## config.mk

```make
export PLATFORM = sky130hd
export DESIGN_NAME = tape_check_top
export DESIGN_NICKNAME = d
export VERILOG_FILES = /design/src/tape_check_pkg.sv /design/src/tape_check_top.sv /design/src/check_accum.sv
export VERILOG_INCLUDE_DIRS = /design/src
export SDC_FILE = /design/constraint.sdc
export NUM_CORES = 1
export LEC_CHECK = 0
export BUFFER_PORTS_ARGS = -buffer_cell sky130_fd_sc_hd__buf_2
export CORE_MARGIN = 5
export CORE_UTILIZATION = 50
export DETAILED_ROUTE_END_ITERATION = 6
export GPL_ROUTABILITY_DRIVEN = 0
export PLACE_DENSITY = 0.73
export REMOVE_ABC_BUFFERS = 1
export SLEW_MARGIN = 10
export SYNTH_ARGS = -nofsm -noshare
export SYNTH_HDL_FRONTEND = slang
export SYNTH_HIERARCHICAL = 1
export SYNTH_SLANG_ARGS = --single-unit
```

## constraint.sdc

```tcl
create_clock -name aclk -period 2.95 [get_ports aclk]
set_input_delay 0.1475 -clock aclk [delete_from_list [all_inputs] [get_ports aclk]]
set_output_delay 0.1475 -clock aclk [all_outputs]
set_load 0.01 [all_outputs]
```

## src/tape_check_consts.svh

```systemverilog
// Offsets, field positions and reset values of the check accumulator block
`ifndef TAPE_CHECK_CONSTS_SVH
`define TAPE_CHECK_CONSTS_SVH
`define TC_ADDR_CTRL 8'h00
`define TC_ADDR_STATUS 8'h04
`define TC_ADDR_IRQ_CLR 8'h08
`define TC_ADDR_IRQ_EN 8'h0c
`define TC_ADDR_ACCUM 8'h10
`define TC_CTRL_MODE_LSB 0
`define TC_CTRL_OP_LSB 2
`define TC_CTRL_RESET 4'h0
`define TC_ST_CRC 0
`define TC_ST_RESIDUE 1
`define TC_ST_BUFCMP 2
`define TC_ACC_INIT 8'h00
`define TC_MATCH_PATTERN 8'h00
`define TC_POLY 8'h07
`define TC_RESP_OKAY 2'b00
`define TC_RESP_SLVERR 2'b10
`endif

```

## src/tape_check_pkg.sv

```systemverilog
// Types shared by the check accumulator block
package tape_check_pkg;
  typedef enum logic [1:0] {MODE_6250, MODE_PE, MODE_NRZI9, MODE_NRZI7} mode_t;
  typedef enum logic [1:0] {OP_WRITE, OP_READ_FWD, OP_READ_BWD, OP_IDLE} op_t;
  typedef enum logic [1:0] {KIND_DATA, KIND_RESIDUE, KIND_CHECK, KIND_OTHER} kind_t;
  typedef struct packed {
    logic valid;
    kind_t kind;
    logic [7:0] data;
  } tape_byte_t;
  typedef struct packed {
    logic s3_b3;
    logic s3_b7;
    logic s9_b2;
    logic s9_b3;
  } sense_t;
endpackage

```

## src/tape_check_top.sv

```systemverilog
// Check accumulators, record check bytes and sense bits of the tape data path
// Functional notes
// - record check fails to s3b3, residue to s9b3
// - channel bytes into buffer fold input accumulator
// - buffer bytes to writer fold output accumulator
// - buffer empty compares; mismatch sets s3b7, s9b2
// - 6250 write records residue, folds it into check
// - PE computes residue but never records it
// - NRZI9 check byte built from data only
// - 6250 readback captures residue, compares output accumulator
// - 6250 read check over all bytes, match
// - PE/NRZI9 forward read data accumulator versus output accumulator
// - NRZI9 read check over data plus check byte
// - forward read feeds buffer and both accumulators
// - 6250 backward read checks in reverse order
// - backward read data accumulator matches pattern
// - seven-track NRZI does no checks at all
// - one group check character per 6250 group
`timescale 1ns/100ps
`include "tape_check_consts.svh"
module tape_check_top (
  input wire logic aclk,
  input wire logic aresetn,
  input wire logic awvalid,
  output logic awready,
  input wire logic [7:0] awaddr,
  input wire logic wvalid,
  output logic wready,
  input wire logic [31:0] wdata,
  input wire logic [3:0] wstrb,
  output logic bvalid,
  input wire logic bready,
  output logic [1:0] bresp,
  input wire logic arvalid,
  output logic arready,
  input wire logic [7:0] araddr,
  output logic rvalid,
  input wire logic rready,
  output logic [31:0] rdata,
  output logic [1:0] rresp,
  input wire logic rec_start,
  input wire logic buf_in_valid,
  input wire logic [7:0] buf_in_byte,
  input wire logic buf_out_valid,
  input wire logic [7:0] buf_out_byte,
  input wire logic buf_empty,
  input wire logic grp_end,
  input wire logic wr_close,
  input wire tape_check_pkg::tape_byte_t tape_in,
  input wire logic rec_end,
  output logic [7:0] residue_byte,
  output logic residue_valid,
  output logic residue_record,
  output logic [7:0] check_byte,
  output logic check_valid,
  output logic [7:0] group_check_character,
  output logic group_check_valid,
  output tape_check_pkg::sense_t sense,
  output logic irq
);
  // ****************************************
  // Register bus
  // ****************************************
  logic [3:0] ctrl_q;
  logic [2:0] status_q;
  logic [2:0] irq_en_q;
  logic aw_held_q;
  logic [7:0] aw_addr_q;
  logic w_held_q;
  logic [31:0] w_data_q;
  logic [3:0] w_strb_q;
  logic bvalid_q;
  logic [1:0] bresp_q;
  logic rvalid_q;
  logic [31:0] rdata_q;
  logic [1:0] rresp_q;

  wire do_write = aw_held_q && w_held_q && !bvalid_q;
  wire wr_ctrl = do_write && aw_addr_q == `TC_ADDR_CTRL && w_strb_q[0];
  wire wr_clr = do_write && aw_addr_q == `TC_ADDR_IRQ_CLR && w_strb_q[0];
  wire wr_en = do_write && aw_addr_q == `TC_ADDR_IRQ_EN && w_strb_q[0];
  wire wr_hit = aw_addr_q == `TC_ADDR_CTRL || aw_addr_q == `TC_ADDR_IRQ_CLR ||
                aw_addr_q == `TC_ADDR_IRQ_EN;
  wire [2:0] clr_bits = wr_clr ? w_data_q[2:0] : 3'h0;
  wire do_read = arvalid && arready;
  wire rd_hit = araddr == `TC_ADDR_CTRL || araddr == `TC_ADDR_STATUS ||
                araddr == `TC_ADDR_IRQ_CLR || araddr == `TC_ADDR_IRQ_EN ||
                araddr == `TC_ADDR_ACCUM;

  assign awready = !aw_held_q;
  assign wready = !w_held_q;
  assign arready = !rvalid_q;
  assign bvalid = bvalid_q;
  assign bresp = bresp_q;
  assign rvalid = rvalid_q;
  assign rdata = rdata_q;
  assign rresp = rresp_q;

  always_ff @(posedge aclk) begin
    if (!aresetn) begin
      aw_held_q <= 1'b0;
      aw_addr_q <= 8'h00;
    end else if (awvalid && awready) begin
      aw_held_q <= 1'b1;
      aw_addr_q <= awaddr;
    end else if (do_write) begin
      aw_held_q <= 1'b0;
    end
  end

  always_ff @(posedge aclk) begin
    if (!aresetn) begin
      w_held_q <= 1'b0;
      w_data_q <= 32'h0000_0000;
      w_strb_q <= 4'h0;
    end else if (wvalid && wready) begin
      w_held_q <= 1'b1;
      w_data_q <= wdata;
      w_strb_q <= wstrb;
    end else if (do_write) begin
      w_held_q <= 1'b0;
    end
  end

  always_ff @(posedge aclk) begin
    if (!aresetn) begin
      bvalid_q <= 1'b0;
      bresp_q <= `TC_RESP_OKAY;
    end else if (do_write) begin
      bvalid_q <= 1'b1;
      bresp_q <= wr_hit ? `TC_RESP_OKAY : `TC_RESP_SLVERR;
    end else if (bready) begin
      bvalid_q <= 1'b0;
    end
  end

  // ****************************************
  // Mode and operation control
  // ****************************************
  tape_check_pkg::mode_t mode;
  tape_check_pkg::op_t op;
  assign mode = tape_check_pkg::mode_t'(ctrl_q[`TC_CTRL_MODE_LSB +: 2]);
  assign op = tape_check_pkg::op_t'(ctrl_q[`TC_CTRL_OP_LSB +: 2]);

  always_ff @(posedge aclk) begin
    if (!aresetn) begin
      ctrl_q <= `TC_CTRL_RESET;
      irq_en_q <= 3'h0;
    end else begin
      if (wr_ctrl) begin
        ctrl_q <= w_data_q[3:0];
      end
      if (wr_en) begin
        irq_en_q <= w_data_q[2:0];
      end
    end
  end

  wire is_6250 = mode == tape_check_pkg::MODE_6250;
  wire is_pe = mode == tape_check_pkg::MODE_PE;
  wire is_nrzi9 = mode == tape_check_pkg::MODE_NRZI9;
  wire active = mode != tape_check_pkg::MODE_NRZI7;
  wire is_write = op == tape_check_pkg::OP_WRITE;
  wire is_bwd = op == tape_check_pkg::OP_READ_BWD;

  // ****************************************
  // Accumulators
  // ****************************************
  logic [7:0] acc_in;
  logic [7:0] acc_out;
  logic [7:0] acc_wr;
  logic [7:0] acc_rd;
  logic [7:0] acc_rb;
  logic [7:0] res_rd_q;

  wire fold_res = wr_close && is_write && is_6250;
  wire fold_in = buf_in_valid && active;
  wire fold_out = buf_out_valid && active;
  wire fold_wr = (buf_out_valid && is_write && (is_6250 || is_nrzi9)) || fold_res;
  wire [7:0] wr_din = fold_res ? acc_in : buf_out_byte;
  wire tape_data = tape_in.valid && tape_in.kind == tape_check_pkg::KIND_DATA;
  wire tape_chk = tape_in.valid && tape_in.kind == tape_check_pkg::KIND_CHECK;
  wire tape_res = tape_in.valid && tape_in.kind == tape_check_pkg::KIND_RESIDUE;
  wire fold_rd = (tape_in.valid && is_6250) || ((tape_data || tape_chk) && is_nrzi9);
  wire fold_rb = (is_pe || is_nrzi9) && (tape_data || (tape_chk && is_bwd));

  // Input side
  check_accum u_acc_in (
    .aclk(aclk),
    .aresetn(aresetn),
    .clr(rec_start),
    .fold(fold_in),
    .rev(is_bwd),
    .din(buf_in_byte),
    .acc(acc_in)
  );

  // Output side
  check_accum u_acc_out (
    .aclk(aclk),
    .aresetn(aresetn),
    .clr(rec_start),
    .fold(fold_out),
    .rev(is_bwd),
    .din(buf_out_byte),
    .acc(acc_out)
  );

  // Write check generator
  check_accum u_acc_wr (
    .aclk(aclk),
    .aresetn(aresetn),
    .clr(rec_start),
    .fold(fold_wr),
    .rev(1'b0),
    .din(wr_din),
    .acc(acc_wr)
  );

  // Read check
  check_accum u_acc_rd (
    .aclk(aclk),
    .aresetn(aresetn),
    .clr(rec_start),
    .fold(fold_rd),
    .rev(is_bwd),
    .din(tape_in.data),
    .acc(acc_rd)
  );

  // Data read-back
  check_accum u_acc_rb (
    .aclk(aclk),
    .aresetn(aresetn),
    .clr(rec_start),
    .fold(fold_rb),
    .rev(is_bwd),
    .din(tape_in.data),
    .acc(acc_rb)
  );

  always_ff @(posedge aclk) begin
    if (!aresetn || rec_start) begin
      res_rd_q <= `TC_ACC_INIT;
    end else if (tape_res && is_6250) begin
      res_rd_q <= tape_in.data;
    end
  end

  // ****************************************
  // Write side outputs
  // ****************************************
  logic close_q;

  always_ff @(posedge aclk) begin
    if (!aresetn) begin
      close_q <= 1'b0;
      residue_byte <= 8'h00;
      residue_valid <= 1'b0;
      check_byte <= 8'h00;
      check_valid <= 1'b0;
      group_check_character <= 8'h00;
      group_check_valid <= 1'b0;
    end else begin
      close_q <= wr_close && is_write && (is_6250 || is_nrzi9);
      residue_valid <= wr_close && is_write && (is_6250 || is_pe);
      if (wr_close && is_write) begin
        residue_byte <= acc_in;
      end
      check_valid <= close_q;
      if (close_q) begin
        check_byte <= acc_wr;
      end
      group_check_valid <= grp_end && is_write && is_6250;
      if (grp_end && is_write && is_6250) begin
        group_check_character <= acc_wr;
      end
    end
  end

  assign residue_record = is_6250;

  // ****************************************
  // Error evaluation and sense
  // ****************************************
  wire crc_bad = (is_6250 || is_nrzi9) && acc_rd != `TC_MATCH_PATTERN;
  wire res_bad_6250 = res_rd_q != acc_out;
  wire res_bad_rb = is_bwd ? acc_rb != `TC_MATCH_PATTERN : acc_rb != acc_out;
  wire res_bad = is_6250 ? res_bad_6250 : (is_pe || is_nrzi9) && res_bad_rb;
  wire [2:0] set_vec;
  assign set_vec[`TC_ST_CRC] = rec_end && active && crc_bad;
  assign set_vec[`TC_ST_RESIDUE] = rec_end && active && res_bad;
  assign set_vec[`TC_ST_BUFCMP] = buf_empty && active && acc_in != acc_out;

  // A new event wins over a clear in the same cycle
  always_ff @(posedge aclk) begin
    if (!aresetn) begin
      status_q <= 3'h0;
    end else begin
      status_q <= (status_q & ~clr_bits) | set_vec;
    end
  end

  assign sense.s3_b3 = status_q[`TC_ST_CRC];
  assign sense.s9_b3 = status_q[`TC_ST_RESIDUE];
  assign sense.s3_b7 = status_q[`TC_ST_BUFCMP];
  assign sense.s9_b2 = status_q[`TC_ST_BUFCMP];
  assign irq = |(status_q & irq_en_q);

  // ****************************************
  // Read data
  // ****************************************
  wire [31:0] rd_word =
    araddr == `TC_ADDR_CTRL ? {28'h0, ctrl_q} :
    araddr == `TC_ADDR_STATUS ? {29'h0, status_q} :
    araddr == `TC_ADDR_IRQ_EN ? {29'h0, irq_en_q} :
    araddr == `TC_ADDR_ACCUM ? {res_rd_q, acc_rb, acc_out, acc_in} : 32'h0;

  always_ff @(posedge aclk) begin
    if (!aresetn) begin
      rvalid_q <= 1'b0;
      rdata_q <= 32'h0000_0000;
      rresp_q <= `TC_RESP_OKAY;
    end else if (do_read) begin
      rvalid_q <= 1'b1;
      rdata_q <= rd_word;
      rresp_q <= rd_hit ? `TC_RESP_OKAY : `TC_RESP_SLVERR;
    end else if (rready) begin
      rvalid_q <= 1'b0;
    end
  end
endmodule

```

## src/check_accum.sv

```systemverilog
// One cyclic check accumulator, folding a byte per strobe
`timescale 1ns/100ps
`include "tape_check_consts.svh"
module check_accum #(
  parameter int W = 8,
  parameter logic [W-1:0] POLY = `TC_POLY
) (
  input wire logic aclk,
  input wire logic aresetn,
  input wire logic clr,
  input wire logic fold,
  input wire logic rev,
  input wire logic [W-1:0] din,
  output logic [W-1:0] acc
);
  logic [W-1:0] acc_q;
  logic [W-1:0] acc_d;
  logic [W-1:0] poly_rev;
  logic [W-1:0] nxt;

  // Reflected polynomial for bytes that arrive in reverse order
  always_comb begin
    for (int i = 0; i < W; i++) begin
      poly_rev[i] = POLY[W-1-i];
    end
  end

  always_comb begin
    nxt = acc_q ^ din;
    for (int i = 0; i < W; i++) begin
      if (rev) begin
        nxt = nxt[0] ? ((nxt >> 1) ^ poly_rev) : (nxt >> 1);
      end else begin
        nxt = nxt[W-1] ? ((nxt << 1) ^ POLY) : (nxt << 1);
      end
    end
  end

  assign acc_d = clr ? W'(`TC_ACC_INIT) : (fold ? nxt : acc_q);
  assign acc = acc_q;

  always_ff @(posedge aclk) begin
    if (!aresetn) begin
      acc_q <= W'(`TC_ACC_INIT);
    end else begin
      acc_q <= acc_d;
    end
  end
endmodule

```

==> out/qor.csv, run 1 <==
stage;metric;value;unit
outcome;status;complete, no violations;
logic_synthesis;synth_seq_area_share;31.3;%
logic_synthesis;synth_flop_cell;dfxtp_1;
logic_synthesis;synth-async-reset-ratio;0;%
detailed_routing;vias;7672;
worst_setup_path;cp-end-kind;register;
worst_setup_path;rr_worst_depth;9;
sta;setup_viol;0;
placement;port_buffers;133;
power;pwr-share-comb;26.0;%
sta;max_freq;0.358;GHz
power;power.switching;1.78;mW
clock_tree;cts_made_buffers;17;
clock_tree;clk_path_buf_depth;2;
run;maxCapViolCount;0;
worst_setup_path;critPathLaunch;ctrl_q[1]$_SDFFE_PN0P_;
logic_synthesis;yosysTopAreaCell;dfxtp_1;
detailed_routing;dr_wl_met2;11200;µm
sta;worstMarginPinSlew;976;ps
layout;utilization;60.2;%
layout;areaGrowthSynthToFinish;18.5;%
clock_tree;clock_latency;430;ps
floorplanning;fp.coreArea;17200;µm²
worst_setup_path;r2r-end;u_acc_wr/acc[4]$_SDFFE_PP0P_;
layout;finalInstanceArea;10400;µm²
power;p_per_area;527;nW/µm²
floorplanning;dieWidth;142;µm
clock_tree;clk_pin_slew;60;ps
detailed_routing;drtPass1Iterations;5;
logic_synthesis;synth_top_area_share;31.3;%
power;internal-power;3.69;mW
worst_setup_path;cp.arrival;3090;ps
power;total_power;5.47;mW
worst_setup_path;cp_max_fo;8;
sta;rsz0062_at_grt;no;
sta;min_period;2790;ps
detailed_routing;first_iter_violations;495;
detailed_routing;wl_met3;1450;µm
layout;fin_nets;1217;
power;netSwitchingFraction;32.6;%
sta;relSlewSlack;34.8;%
floorplanning;fp.dieH;142;µm
grt;grt_pass1_vias;7337;
sta;fin_skew;9.77;ps
hold_path;hold_class;primary input to register;
detailed_routing;routed_wl;23800;µm
logic_synthesis;netlist_instances;976;
logic_synthesis;synth_edf_count;0;
placement;placed_cell_area;9650;µm²
detailed_routing;highest_layer;met5;
power;vdd_ir_drop_max;0.433;mV
detailed_routing;wl_per_cell;17.5;µm
clock_tree;h-tree-depth;4;
power;power_leakage;4.04;nW
logic_synthesis;synth_area;8760;µm²
worst_setup_path;rr_startpoint;ctrl_q[1]$_SDFFE_PN0P_;
hold_path;worstHoldStart;tape_in[3];
sta;finalHoldViolations;0;
clock_tree;cts_tree;built;
clock_tree;post-cts-setup-buffer-count;0;
worst_setup_path;rrSetupSlack;160;ps
worst_setup_path;cp-endpoint;u_acc_wr/acc[4]$_SDFFE_PP0P_;
placement;dp.final_hpwl;17600;µm
hold_path;min_path_cells;3;
detailed_routing;ant_nets;0;
worst_setup_path;critical_path_class;register to register;
floorplanning;initial_core_util;50.8;%
sta;final_max_slew_viol_count;0;
worst_setup_path;crit_required;3250;ps
floorplanning;placementRows;48;
logic_synthesis;yosysUniqueCellTypes;64;
logic_synthesis;yosys_warnings;6;
detailed_routing;drc_errors;0;
floorplanning;die-area;20300;µm²
detailed_routing;met1Wirelength;10600;µm
logic_synthesis;synthTopCellsByArea;dfxtp_1 31%, mux2i_1 8.1%, xnor2_1 7.4%, nor2b_1 5.5%, xor2_1 4.0%;
grt;grt_overflow;0;
power;clkPwrFrac;36.4;%
layout;final_layout_size_suffix_gt1_share;21.7;%
layout;n_antenna_cell;0;
clock_tree;cts.sinks;137;
detailed_routing;via_per_inst;5.65;
grt;grt_first_pass_wirelength;38000;µm
logic_synthesis;syn_area_per_cell;8.97;µm²
grt;grtUsageTotal;23.5;%
sta;finalCritPeriodShare;94.6;%
sta;whs;23.4;ps
grt;grt_max_degree;76;
clock_tree;cts_root_buffer;clkbuf_16;
worst_setup_path;cp-start-kind;register;
logic_synthesis;ys_ff_latch;137;
grt;grt_antenna_before_repair;2;
floorplanning;pin_count;167;
power;seq_power_share;37.6;%
[cell families (layout without fill, tap and decap cells)]
family,count (synthesis),after routing,share of synthesized area (%)
other cells,1,3,0.0428
flops,137,137,31.3
compound gates,160,160,13.1
buf+inv,60,215,3.11
mux,85,85,9.92
simple gates,389,389,25.0
xor+xnor,140,140,16.9
fa+ha+maj,4,4,0.572
[cell type report]
type	count	area, µm²
Sequential cell	137	2740
Timing Repair Buffer	171	1010
Clock buffer	17	425
Inverter	12	45.0
Tap cell	225	282
Fill cell	1506	6860
Multi-Input combinational cell	781	5760
Clock inverter	15	116
[routing by layer]
layer,vias to the layer above,track usage [%]
met1,3667,30.9
met3,35,5.04
li1,3737,-
met2,229,38.2
met4,4,8.55
met5,-,0
[how the worst min path moves through the flow]
stage,endpoint,slack [ps]
after floorplan,aw_held_q$_SDFFE_PN0P_,260
after global placement,aw_held_q$_SDFFE_PN0P_,360
final,res_rd_q[3]$_SDFFE_PP0P_,20
after global routing,bvalid$_SDFFE_PN0P_,30
after detailed placement,aw_held_q$_SDFFE_PN0P_,370
after CTS,res_rd_q[3]$_SDFFE_PP0P_,10
[timing repair]
item                                   CTS  global route
endpoints found under the hold margin   17             0
resized for setup                        0             0
hold buffers                            18             0
[state kept, by name, summed over array words and instances, names as in the netlist, 3 cells and up]
| name | count |
|---|---|
| w_data_q | 4 |
| u_acc_in/acc | 8 |
| residue_byte | 8 |
| status_q | 3 |
| res_rd_q | 8 |
| irq_en_q | 3 |
| rdata | 32 |
| u_acc_rb/acc | 8 |
| u_acc_wr/acc | 8 |
| u_acc_out/acc | 8 |
| ctrl_q | 4 |
| group_check_character | 8 |
| u_acc_rd/acc | 8 |
| aw_addr_q | 8 |
| check_byte | 8 |
[cell usage in the layout (no fill, tap or decap), types with 5 or more instances in the layout]
| cell type | synthesis | layout |
|---|---|---|
| o22ai_1 | 6 | 6 |
| xnor2_4 | 5 | 5 |
| clkinvlp_4 | 0 | 5 |
| a31o_1 | 19 | 19 |
| dlygate4sd3_1 | 0 | 18 |
| a21boi_0 | 23 | 23 |
| a21oi_1 | 25 | 25 |
| nor3b_1 | 13 | 13 |
| inv_1 | 12 | 12 |
| mux2_2 | 14 | 14 |
| xor2_1 | 40 | 40 |
| nor2b_1 | 77 | 76 |
| dfxtp_1 | 137 | 137 |
| nor3_1 | 11 | 11 |
| clkbuf_16 | 0 | 17 |
| a22oi_1 | 24 | 24 |
| nand2_1 | 89 | 89 |
| nand3_1 | 29 | 29 |
| and2_1 | 7 | 7 |
| a21oi_2 | 5 | 5 |
| nand2b_1 | 11 | 11 |
| inv_6 | 0 | 5 |
| mux2i_1 | 71 | 71 |
| nand4b_1 | 7 | 7 |
| o21ai_1 | 12 | 12 |
| xnor2_2 | 19 | 19 |
| or3_1 | 13 | 13 |
| nand4bb_1 | 5 | 5 |
| and3_1 | 12 | 12 |
| buf_4 | 3 | 19 |
| o21ai_0 | 16 | 16 |
| a22oi_2 | 5 | 5 |
| nand3b_1 | 12 | 12 |
| nand4_1 | 31 | 31 |
| buf_2 | 5 | 133 |
| xnor2_1 | 74 | 74 |
| nor4_1 | 6 | 6 |
| nor2_1 | 47 | 47 |
[cell usage after synthesis, drive strengths merged (8+ instances only)]
| cell type | count |
|---|---|
| nand2 | 89 |
| nand2b | 11 |
| nand4 | 31 |
| dfxtp | 137 |
| nor4 | 8 |
| a21oi | 30 |
| nor3 | 11 |
| or3 | 13 |
| o21ai | 28 |
| xor2 | 42 |
| mux2i | 71 |
| nand3 | 29 |
| nor3b | 13 |
| nor2 | 48 |
| inv | 12 |
| and3 | 12 |
| mux2 | 14 |
| a31o | 19 |
| buf | 13 |
| nor2b | 77 |
| nand3b | 12 |
| clkbuf | 35 |
| a21boi | 23 |
| xnor2 | 98 |
| a22oi | 29 |
[per-stage QoR]
stage | worst slack (ps) | TNS, ps | instances
after floorplan | -2070 | -34630 | 930
after global placement | 324 | 0 | 1308
after global routing | 11.0 | 0 | 1358
after CTS | 170 | 0 | 1358
final | 159 | 0 | 1358
after detailed placement | 280 | 0 | 1308
[worst max-delay path, cell delays in order, from the launching register on]
cell and delay, ps:
dfxtp_1 350, inv_1 100, ha_1 160, and3_1 370, mux2_2 400, xnor2_1 170, xnor2_1 540, mux2i_1 340
a31o_1 180, a21oi_1 60
[power by group through the flow]
stage	registers, mW	logic (mW)	clock network, mW
6_report	2.06	1.42	1.99
5_1_grt	2.07	1.54	2.11
4_1_cts	2.06	1.41	2.03
3_5_place_dp	2.10	1.38	0
3_3_place_gp	2.09	1.36	0
2_1_floorplan	2.08	1.01	0
No activity file was read; power rests on OpenSTA's default activity.
==> run 2: changes to the inputs <==
--- a/config.mk
+++ b/config.mk
@@ -7,6 +7,7 @@
 export NUM_CORES = 1
 export LEC_CHECK = 0
 export BUFFER_PORTS_ARGS = -buffer_cell sky130_fd_sc_hd__buf_2
+export CORE_ASPECT_RATIO = 1.75
 export CORE_MARGIN = 5
 export CORE_UTILIZATION = 50
 export DETAILED_ROUTE_END_ITERATION = 6
==> run 2 against run 1 <==
Count of clock-buffer cells in the layout is 1 higher. First-iteration DRC count is 4.6% lower. Combinational power is essentially flat. Cell count about the same. Sequential cell count unchanged. Non-clock buffer count fell by 7. Sequential power is essentially flat. Setup slack improved by 150 ps. Core utilization is 0.18 points lower. Final area up 0.51%. Fmax grew 5.9%. Clock power rose by 16%. Critical path type unchanged. Largest cell class unchanged. Highest routed layer is now met4.
==> out/qor.csv, run 2 (synthesis gave the netlist of run 1 again) <==
stage;metric;value;unit;change
sta;finalHoldViolations;0;;unchanged
layout;areaGrowthSynthToFinish;19.1;%;was 18.5%
power;total_power;5.78;mW;was 5.47 mW
placement;dp.final_hpwl;18000;µm;was 17600 µm
power;power_leakage;4.06;nW;was 4.04 nW
floorplanning;placementRows;64;;was 48
sta;post-route-worst-setup-slack;314;ps;was 159 ps
detailed_routing;routed_wl;24200;µm;was 23800 µm
detailed_routing;via_per_inst;5.63;;was 5.65
placement;pre_cts_slack;222;ps;was 280 ps
layout;fin_nets;1210;;was 1217
detailed_routing;vias;7650;;was 7672
worst_setup_path;cp_num_buf_inv;1;;unchanged
detailed_routing;wl_per_cell;17.8;µm;was 17.5 µm
sta;worstMarginPinSlew;853;ps;was 976 ps
worst_setup_path;cp.arrival;2990;ps;was 3090 ps
worst_setup_path;path_delay_family;simple AND/OR/NAND/NOR gates;;was multiplexers
hold_path;hold_class;primary input to register;;unchanged
worst_setup_path;critPathMaxStageDelay;420;ps;was 540 ps
detailed_routing;drc_errors;0;;unchanged
sta;finalCritPeriodShare;89.4;%;was 94.6%
clock_tree;clk_pin_slew;60;ps;about the same
layout;largest_reg_flops;32;;unchanged
grt;grt_antenna_before_repair;2;;unchanged
grt;grt_overflow;0;;unchanged
layout;final_layout_size_suffix_gt1_share;21.7;%;about the same
clock_tree;cts_made_buffers;17;;unchanged
clock_tree;clk_path_buf_depth;2;;unchanged
grt;grt_first_pass_wirelength;37800;µm;was 38000 µm
layout;layout_common_cells;137 x dfxtp_1, 133 x buf_2, 89 x nand2_1;;unchanged
floorplanning;pin_count;167;;unchanged
clock_tree;cts_root_buffer;clkbuf_16;;unchanged
grt;grt_max_degree;76;;unchanged
worst_setup_path;cp_max_fo;8;;unchanged
sta;rsz0062_at_grt;no;;unchanged
floorplanning;dieWidth;110;µm;was 142 µm
run;maxCapViolCount;0;;unchanged
floorplanning;fp.dieH;185;µm;was 142 µm
worst_setup_path;critical_path_class;register to register;;unchanged
clock_tree;h-tree-depth;4;;unchanged
placement;port_buffers;133;;unchanged
detailed_routing;first_iter_violations;472;;was 495
sta;max_freq;0.379;GHz;was 0.358 GHz
worst_setup_path;cp-start-kind;register;;unchanged
sta;whs;5.15;ps;was 23.4 ps
clock_tree;clock_latency;420;ps;was 430 ps
worst_setup_path;slowest_stage;mux2_2;;was xnor2_1
outcome;status;complete, no violations;;unchanged
grt;grtUsageTotal;23.9;%;was 23.5%
floorplanning;initial_core_util;50.4;%;was 50.8%
power;vdd_ir_drop_max;0.358;mV;was 0.433 mV
power;p_per_area;555;nW/µm²;was 527 nW/µm²
sta;min_period;2640;ps;was 2790 ps
sta;relSlewSlack;43.0;%;was 34.8%
grt;grt_pass1_vias;7545;;was 7337
detailed_routing;drtPass1Iterations;5;;unchanged
sta;setup_viol;0;;unchanged
floorplanning;fp.coreArea;17400;µm²;was 17200 µm²
clock_tree;cts.sinks;137;;unchanged
worst_setup_path;crit_required;3300;ps;was 3250 ps
layout;layout_commonest_cell;dfxtp_1;;unchanged
clock_tree;cts_tree;built;;unchanged
detailed_routing;ant_nets;0;;unchanged
worst_setup_path;cp-end-kind;register;;unchanged
sta;final_max_slew_viol_count;0;;unchanged
worst_setup_path;crit_chain;inv_1 -> ha_1 -> and3_2 -> mux2_2 -> xnor2_2 -> xnor2_1 -> or3_1 -> a31o_1 -> a21oi_1;;was inv_1 -> ha_1 -> and3_1 -> mux2_2 -> xnor2_1 -> xnor2_1 -> mux2i_1 -> a31o_1 -> a21oi_1
sta;fin_skew;8.55;ps;was 9.77 ps
floorplanning;die-area;20400;µm²;was 20300 µm²
==> run 2: cell types whose count changed in the layout (fill, tap and decap cells not counted), moves of 2 or more <==
| cell | change |
|---|---|
| clkinvlp_4 | -3 |
| dlygate4sd3_1 | -3 |
| diode_2 | +2 |
| bufinv_16 | +4 |
| inv_6 | -2 |
| buf_4 | -4 |
==> run 2: path summary, 6_finish.rpt <==
path / start / end / slack (ps) / depth (start not counted)
setup / recovery: ctrl_q[0]$_SDFFE_PN0P_ / u_acc_wr/acc[1]$_SDFFE_PP0P_ / 310 / 9
hold / removal: awaddr[6] / aw_addr_q[6]$_SDFFE_PN0P_ / 5 / 3
setup reg to reg: ctrl_q[0]$_SDFFE_PN0P_ / u_acc_wr/acc[1]$_SDFFE_PP0P_ / 310 / 9
hold reg to reg: residue_byte[3]$_SDFFE_PN0P_ / residue_byte[3]$_SDFFE_PN0P_ / 460 / 2
==> run 2: repair_timing <==
item	4_1_cts	5_1_grt
hold endpoints to repair	14	0
endpoints found under the setup margin	0	2
hold buffers	15	0
gates resized for setup	0	2
setup buffers	0	0
==> run 2: final cells by class <==
class                   count  area, µm²
diodes                      2       5.00
clock buffers              18        439
clock inverters            14        194
fillers                  1533       6950
inverters                  12       45.0
multi-input cells         781       5770
flip-flops and latches    137       2740
well taps                 231        289
repair buffers            164        948
==> run 2: through the flow <==
stage / TNS (ps) / cell area [µm²] / cells / util (%)
floorplan: -34630 / 8540 / 930 / -
finish: 0 / 10400 / 1359 / 60.0
detailed placement: 0 / 9630 / 1310 / 55.4
CTS: 0 / 10400 / 1357 / 59.9
global route: 0 / 10400 / 1359 / 60.0
global placement: 0 / 9630 / 1310 / 55.4
==> run 2: worst min-delay path: cells and delay by family <==
family                 cells  cell delay (ps)
AND/OR/NAND/NOR            1              100
buffers and inverters      1               70
multiplexers               1               60
==> run 2: power breakdown <==
group / leakage (nW) / internal [mW] / switching (mW) / total (mW)
clock: 0.307 / 1.44 / 0.864 / 2.31
combinational: 2.64 / 0.661 / 0.745 / 1.41
sequential: 1.11 / 1.94 / 0.131 / 2.07
==> run 2: per-layer routing <==
metal / GRT usage [%] / wire length, µm
met5: 0 / 0
met4: 12.1 / 970
met3: 4.64 / 1180
met2: 44.1 / 13000
met1: 25.0 / 9060
==> run 3: changes to the inputs <==
--- a/config.mk
+++ b/config.mk
@@ -12,7 +12,7 @@
 export CORE_UTILIZATION = 50
 export DETAILED_ROUTE_END_ITERATION = 6
 export GPL_ROUTABILITY_DRIVEN = 0
-export PLACE_DENSITY = 0.73
+export PLACE_DENSITY = 0.76
 export REMOVE_ABC_BUFFERS = 1
 export SLEW_MARGIN = 10
 export SYNTH_ARGS = -nofsm -noshare
==> constraint.sdc (replaced) <==
create_clock -name aclk -period 2.2 [get_ports aclk]
set_input_delay 0.11 -clock aclk [delete_from_list [all_inputs] [get_ports aclk]]
set_output_delay 0.11 -clock aclk [all_outputs]
set_load 0.01 [all_outputs]
==> run 3 against run 2 <==
The run now ends with negative setup slack left. Count of clock-buffer cells in the layout grew 3. Clock skew fell by 1.3 ps. Sequential power increased by 34%. Fmax grew 12%. Sequential share of layout area shrank 1.6 points. Via count up 7.3%. Critical path depth is the same. Critical endpoint is now u_acc_wr/acc[7]$_SDFFE_PP0P_. Non-clock buffer count rose by 57. Clock power rose by 31%. Sequential cell count stayed put. Combinational power increased by 67%. Largest power group unchanged.
==> out/qor.csv, run 3 (synthesis gave the netlist of run 1 again) <==
stage;metric;value;unit;change
outcome;status;finished with violations;;was complete, no violations
outcome;violations;negative setup slack;;
layout;finalInstanceArea;11100;µm²;was 10400 µm²
clock_tree;cts_root_buffer;clkbuf_16;;unchanged
layout;layout_common_cells;135 x dfxtp_1, 133 x buf_2, 89 x nand2_1;;was 137 x dfxtp_1, 133 x buf_2, 89 x nand2_1
clock_tree;cts_made_buffers;17;;unchanged
power;p_per_area;734;nW/µm²;was 555 nW/µm²
grt;grtUsageTotal;26.0;%;was 23.9%
grt;grt_max_degree;70;;was 76
floorplanning;dieWidth;110;µm;unchanged
grt;grt_overflow;0;;unchanged
sta;worstMarginPinSlew;598;ps;was 853 ps
clock_tree;cts_tree;built;;unchanged
power;pwr-share-comb;28.8;%;was 24.3%
layout;fin_nets;1267;;was 1210
sta;fin_skew;7.30;ps;was 8.55 ps
power;total_power;8.14;mW;was 5.78 mW
layout;layout_commonest_cell;dfxtp_1;;unchanged
placement;placed_cell_area;9980;µm²;was 9630 µm²
grt;grt_util_met2;47.9;%;was 44.1%
clock_tree;clock_latency;420;ps;about the same
clock_tree;clk_pin_slew;60;ps;about the same
sta;finalHoldViolations;0;;unchanged
clock_tree;h-tree-depth;4;;unchanged
layout;num-fill-cells;1414;;was 1533
power;netSwitchingFraction;30.4;%;was 30.1%
sta;final_max_slew_viol_count;0;;unchanged
floorplanning;initial_core_util;50.4;%;unchanged
grt;use_met3;4.39;%;was 4.64%
clock_tree;cts.sinks;137;;unchanged
layout;largest_reg_flops;32;;unchanged
power;seq_power_share;34.0;%;was 35.8%
layout;areaGrowthSynthToFinish;26.7;%;was 19.1%
detailed_routing;drtPass1Iterations;5;;unchanged
grt;grt_first_pass_wirelength;41100;µm;was 37800 µm
detailed_routing;first_iter_violations;640;;was 472
floorplanning;die-area;20400;µm²;unchanged
placement;dp.final_hpwl;19300;µm;was 18000 µm
detailed_routing;routed_wl;27200;µm;was 24200 µm
worst_setup_path;critPathLaunch;ctrl_q[0]$_SDFFE_PN0P_;;unchanged
power;internal-power;5.67;mW;was 4.04 mW
grt;grt_antenna_before_repair;1;;was 2
sta;max_freq;0.424;GHz;was 0.379 GHz
detailed_routing;wl_per_cell;19.3;µm;was 17.8 µm
worst_setup_path;cp-end-kind;register;;unchanged
power;vdd_ir_drop_max;0.503;mV;was 0.358 mV
sta;relSlewSlack;60.1;%;was 43.0%
power;clkPwrFrac;37.2;%;was 39.9%
hold_path;hold_class;primary input to register;;unchanged
detailed_routing;ant_nets;0;;unchanged
worst_setup_path;crit_required;2550;ps;was 3300 ps
worst_setup_path;critical_path_class;register to register;;unchanged
worst_setup_path;rr_startpoint;ctrl_q[0]$_SDFFE_PN0P_;;unchanged
run;maxCapViolCount;0;;unchanged
sta;finalCritPeriodShare;107;%;was 89.4%
worst_setup_path;cp_max_fo;8;;unchanged
grt;use_met1;27.0;%;was 25.0%
sta;rsz0062_at_grt;yes;;was no
hold_path;worstHoldStart;rec_end;;was awaddr[6]
placement;port_buffers;133;;unchanged
worst_setup_path;cp-start-kind;register;;unchanged
floorplanning;fp.dieH;185;µm;unchanged
floorplanning;fp.coreArea;17400;µm²;unchanged
power;power.switching;2.47;mW;was 1.74 mW
grt;gr-max-usage-layer;met2;;unchanged
grt;grt_pass1_vias;8059;;was 7545
clock_tree;clk_path_buf_depth;2;;unchanged
detailed_routing;drc_errors;0;;unchanged
floorplanning;pin_count;167;;unchanged
sta;setup_viol;8;;was 0
sta;min_period;2360;ps;was 2640 ps
layout;final_layout_size_suffix_gt1_share;26.9;%;was 21.7%
detailed_routing;via_per_inst;5.80;;was 5.63
worst_setup_path;cp.arrival;2700;ps;was 2990 ps
detailed_routing;vias;8207;;was 7650
power;power_leakage;4.43;nW;was 4.06 nW
sta;post-route-worst-setup-slack;-156;ps;was 314 ps
floorplanning;placementRows;64;;unchanged
[run 3: cell count changes in the layout (fill, tap and decap cells not counted), moves of 3 or more]
| cell | before | now |
|---|---|---|
| buf_4 | 15 | 61 |
| xnor2_1 | 73 | 64 |
| dlygate4sd3_1 | 15 | 20 |
| xnor2_2 | 20 | 25 |
| buf_6 | 0 | 4 |
| mux2_2 | 14 | 10 |
| mux2_4 | 0 | 4 |
| xnor2_4 | 5 | 9 |
| clkbuf_8 | 1 | 4 |
[run 3: worst paths after layout]
| check | end | slack [ps] | cells past startpoint |
|---|---|---|---|
| worst max-delay path | u_acc_wr/acc[7]$_SDFFE_PP0P_ | -160 | 9 |
| worst min-delay path | status_q[1]$_SDFF_PN0_ | 20 | 3 |
| worst max register to register | u_acc_wr/acc[7]$_SDFFE_PP0P_ | -160 | 9 |
| worst min register to register | residue_byte[7]$_SDFFE_PN0P_ | 460 | 2 |
[run 3: power groups by stage]
stage               combinational (mW)  clock (mW)  sequential (mW)
floorplan                         1.36           0             2.80
detailed placement                2.04           0             2.81
CTS                               2.13        3.05             2.76
global placement                  1.99           0             2.81
global route                      2.48        3.15             2.79
finish                            2.35        3.03             2.77
[run 3: cell type report]
cell class                      count  area, µm²  area share (%)
Inverter                           12       45.0           0.406
Antenna cell                        1       2.50          0.0226
Tap cell                          231        289            2.60
Sequential cell                   137       2750            24.7
Clock inverter                     11        143            1.29
Clock buffer                       21        480            4.33
Multi-Input combinational cell    781       5970            53.8
Timing Repair Buffer              221       1420            12.8
[run 3: worst max-delay path: stages (launching register included)]
cell	delay (ps)
dfxtp_2	330
inv_2	80
ha_4	130
and3_4	280
mux2_4	350
xnor2_4	240
xnor2_2	110
or3_4	380
a31o_1	230
a21oi_2	140
[run 3: what timing repair did]
item                                   4_1_cts  5_1_grt
hold buffers                                20        0
setup endpoints to repair                    8       20
endpoints found under the hold margin       19        0
pin swaps                                    7       24
buffers inserted                             2        9
gates cloned                                 0        0
gates resized for setup                     16       28
[run 3: routing by layer]
layer / part of all wire (%) / vias to the layer above
li1: - / 3844
met1: 37 / 3959
met2: 54 / 324
met3: 4.7 / 80
met4: 4.6 / 0
met5: 0 / -
[run 3: per-stage QoR]
step | util [%] | hold slack, ps | setup slack (ps) | TNS, ps | instances
floorplan | - | 226 | -2820 | -62780 | 930
global placement | 57.4 | 331 | -117 | -564 | 1353
detailed placement | 57.4 | 348 | -181 | -1040 | 1353
CTS | 62.6 | 2.35 | -92.2 | -265 | 1406
global route | 63.9 | 4.09 | -227 | -1160 | 1415
finish | 63.9 | 18.5 | -156 | -658 | 1415
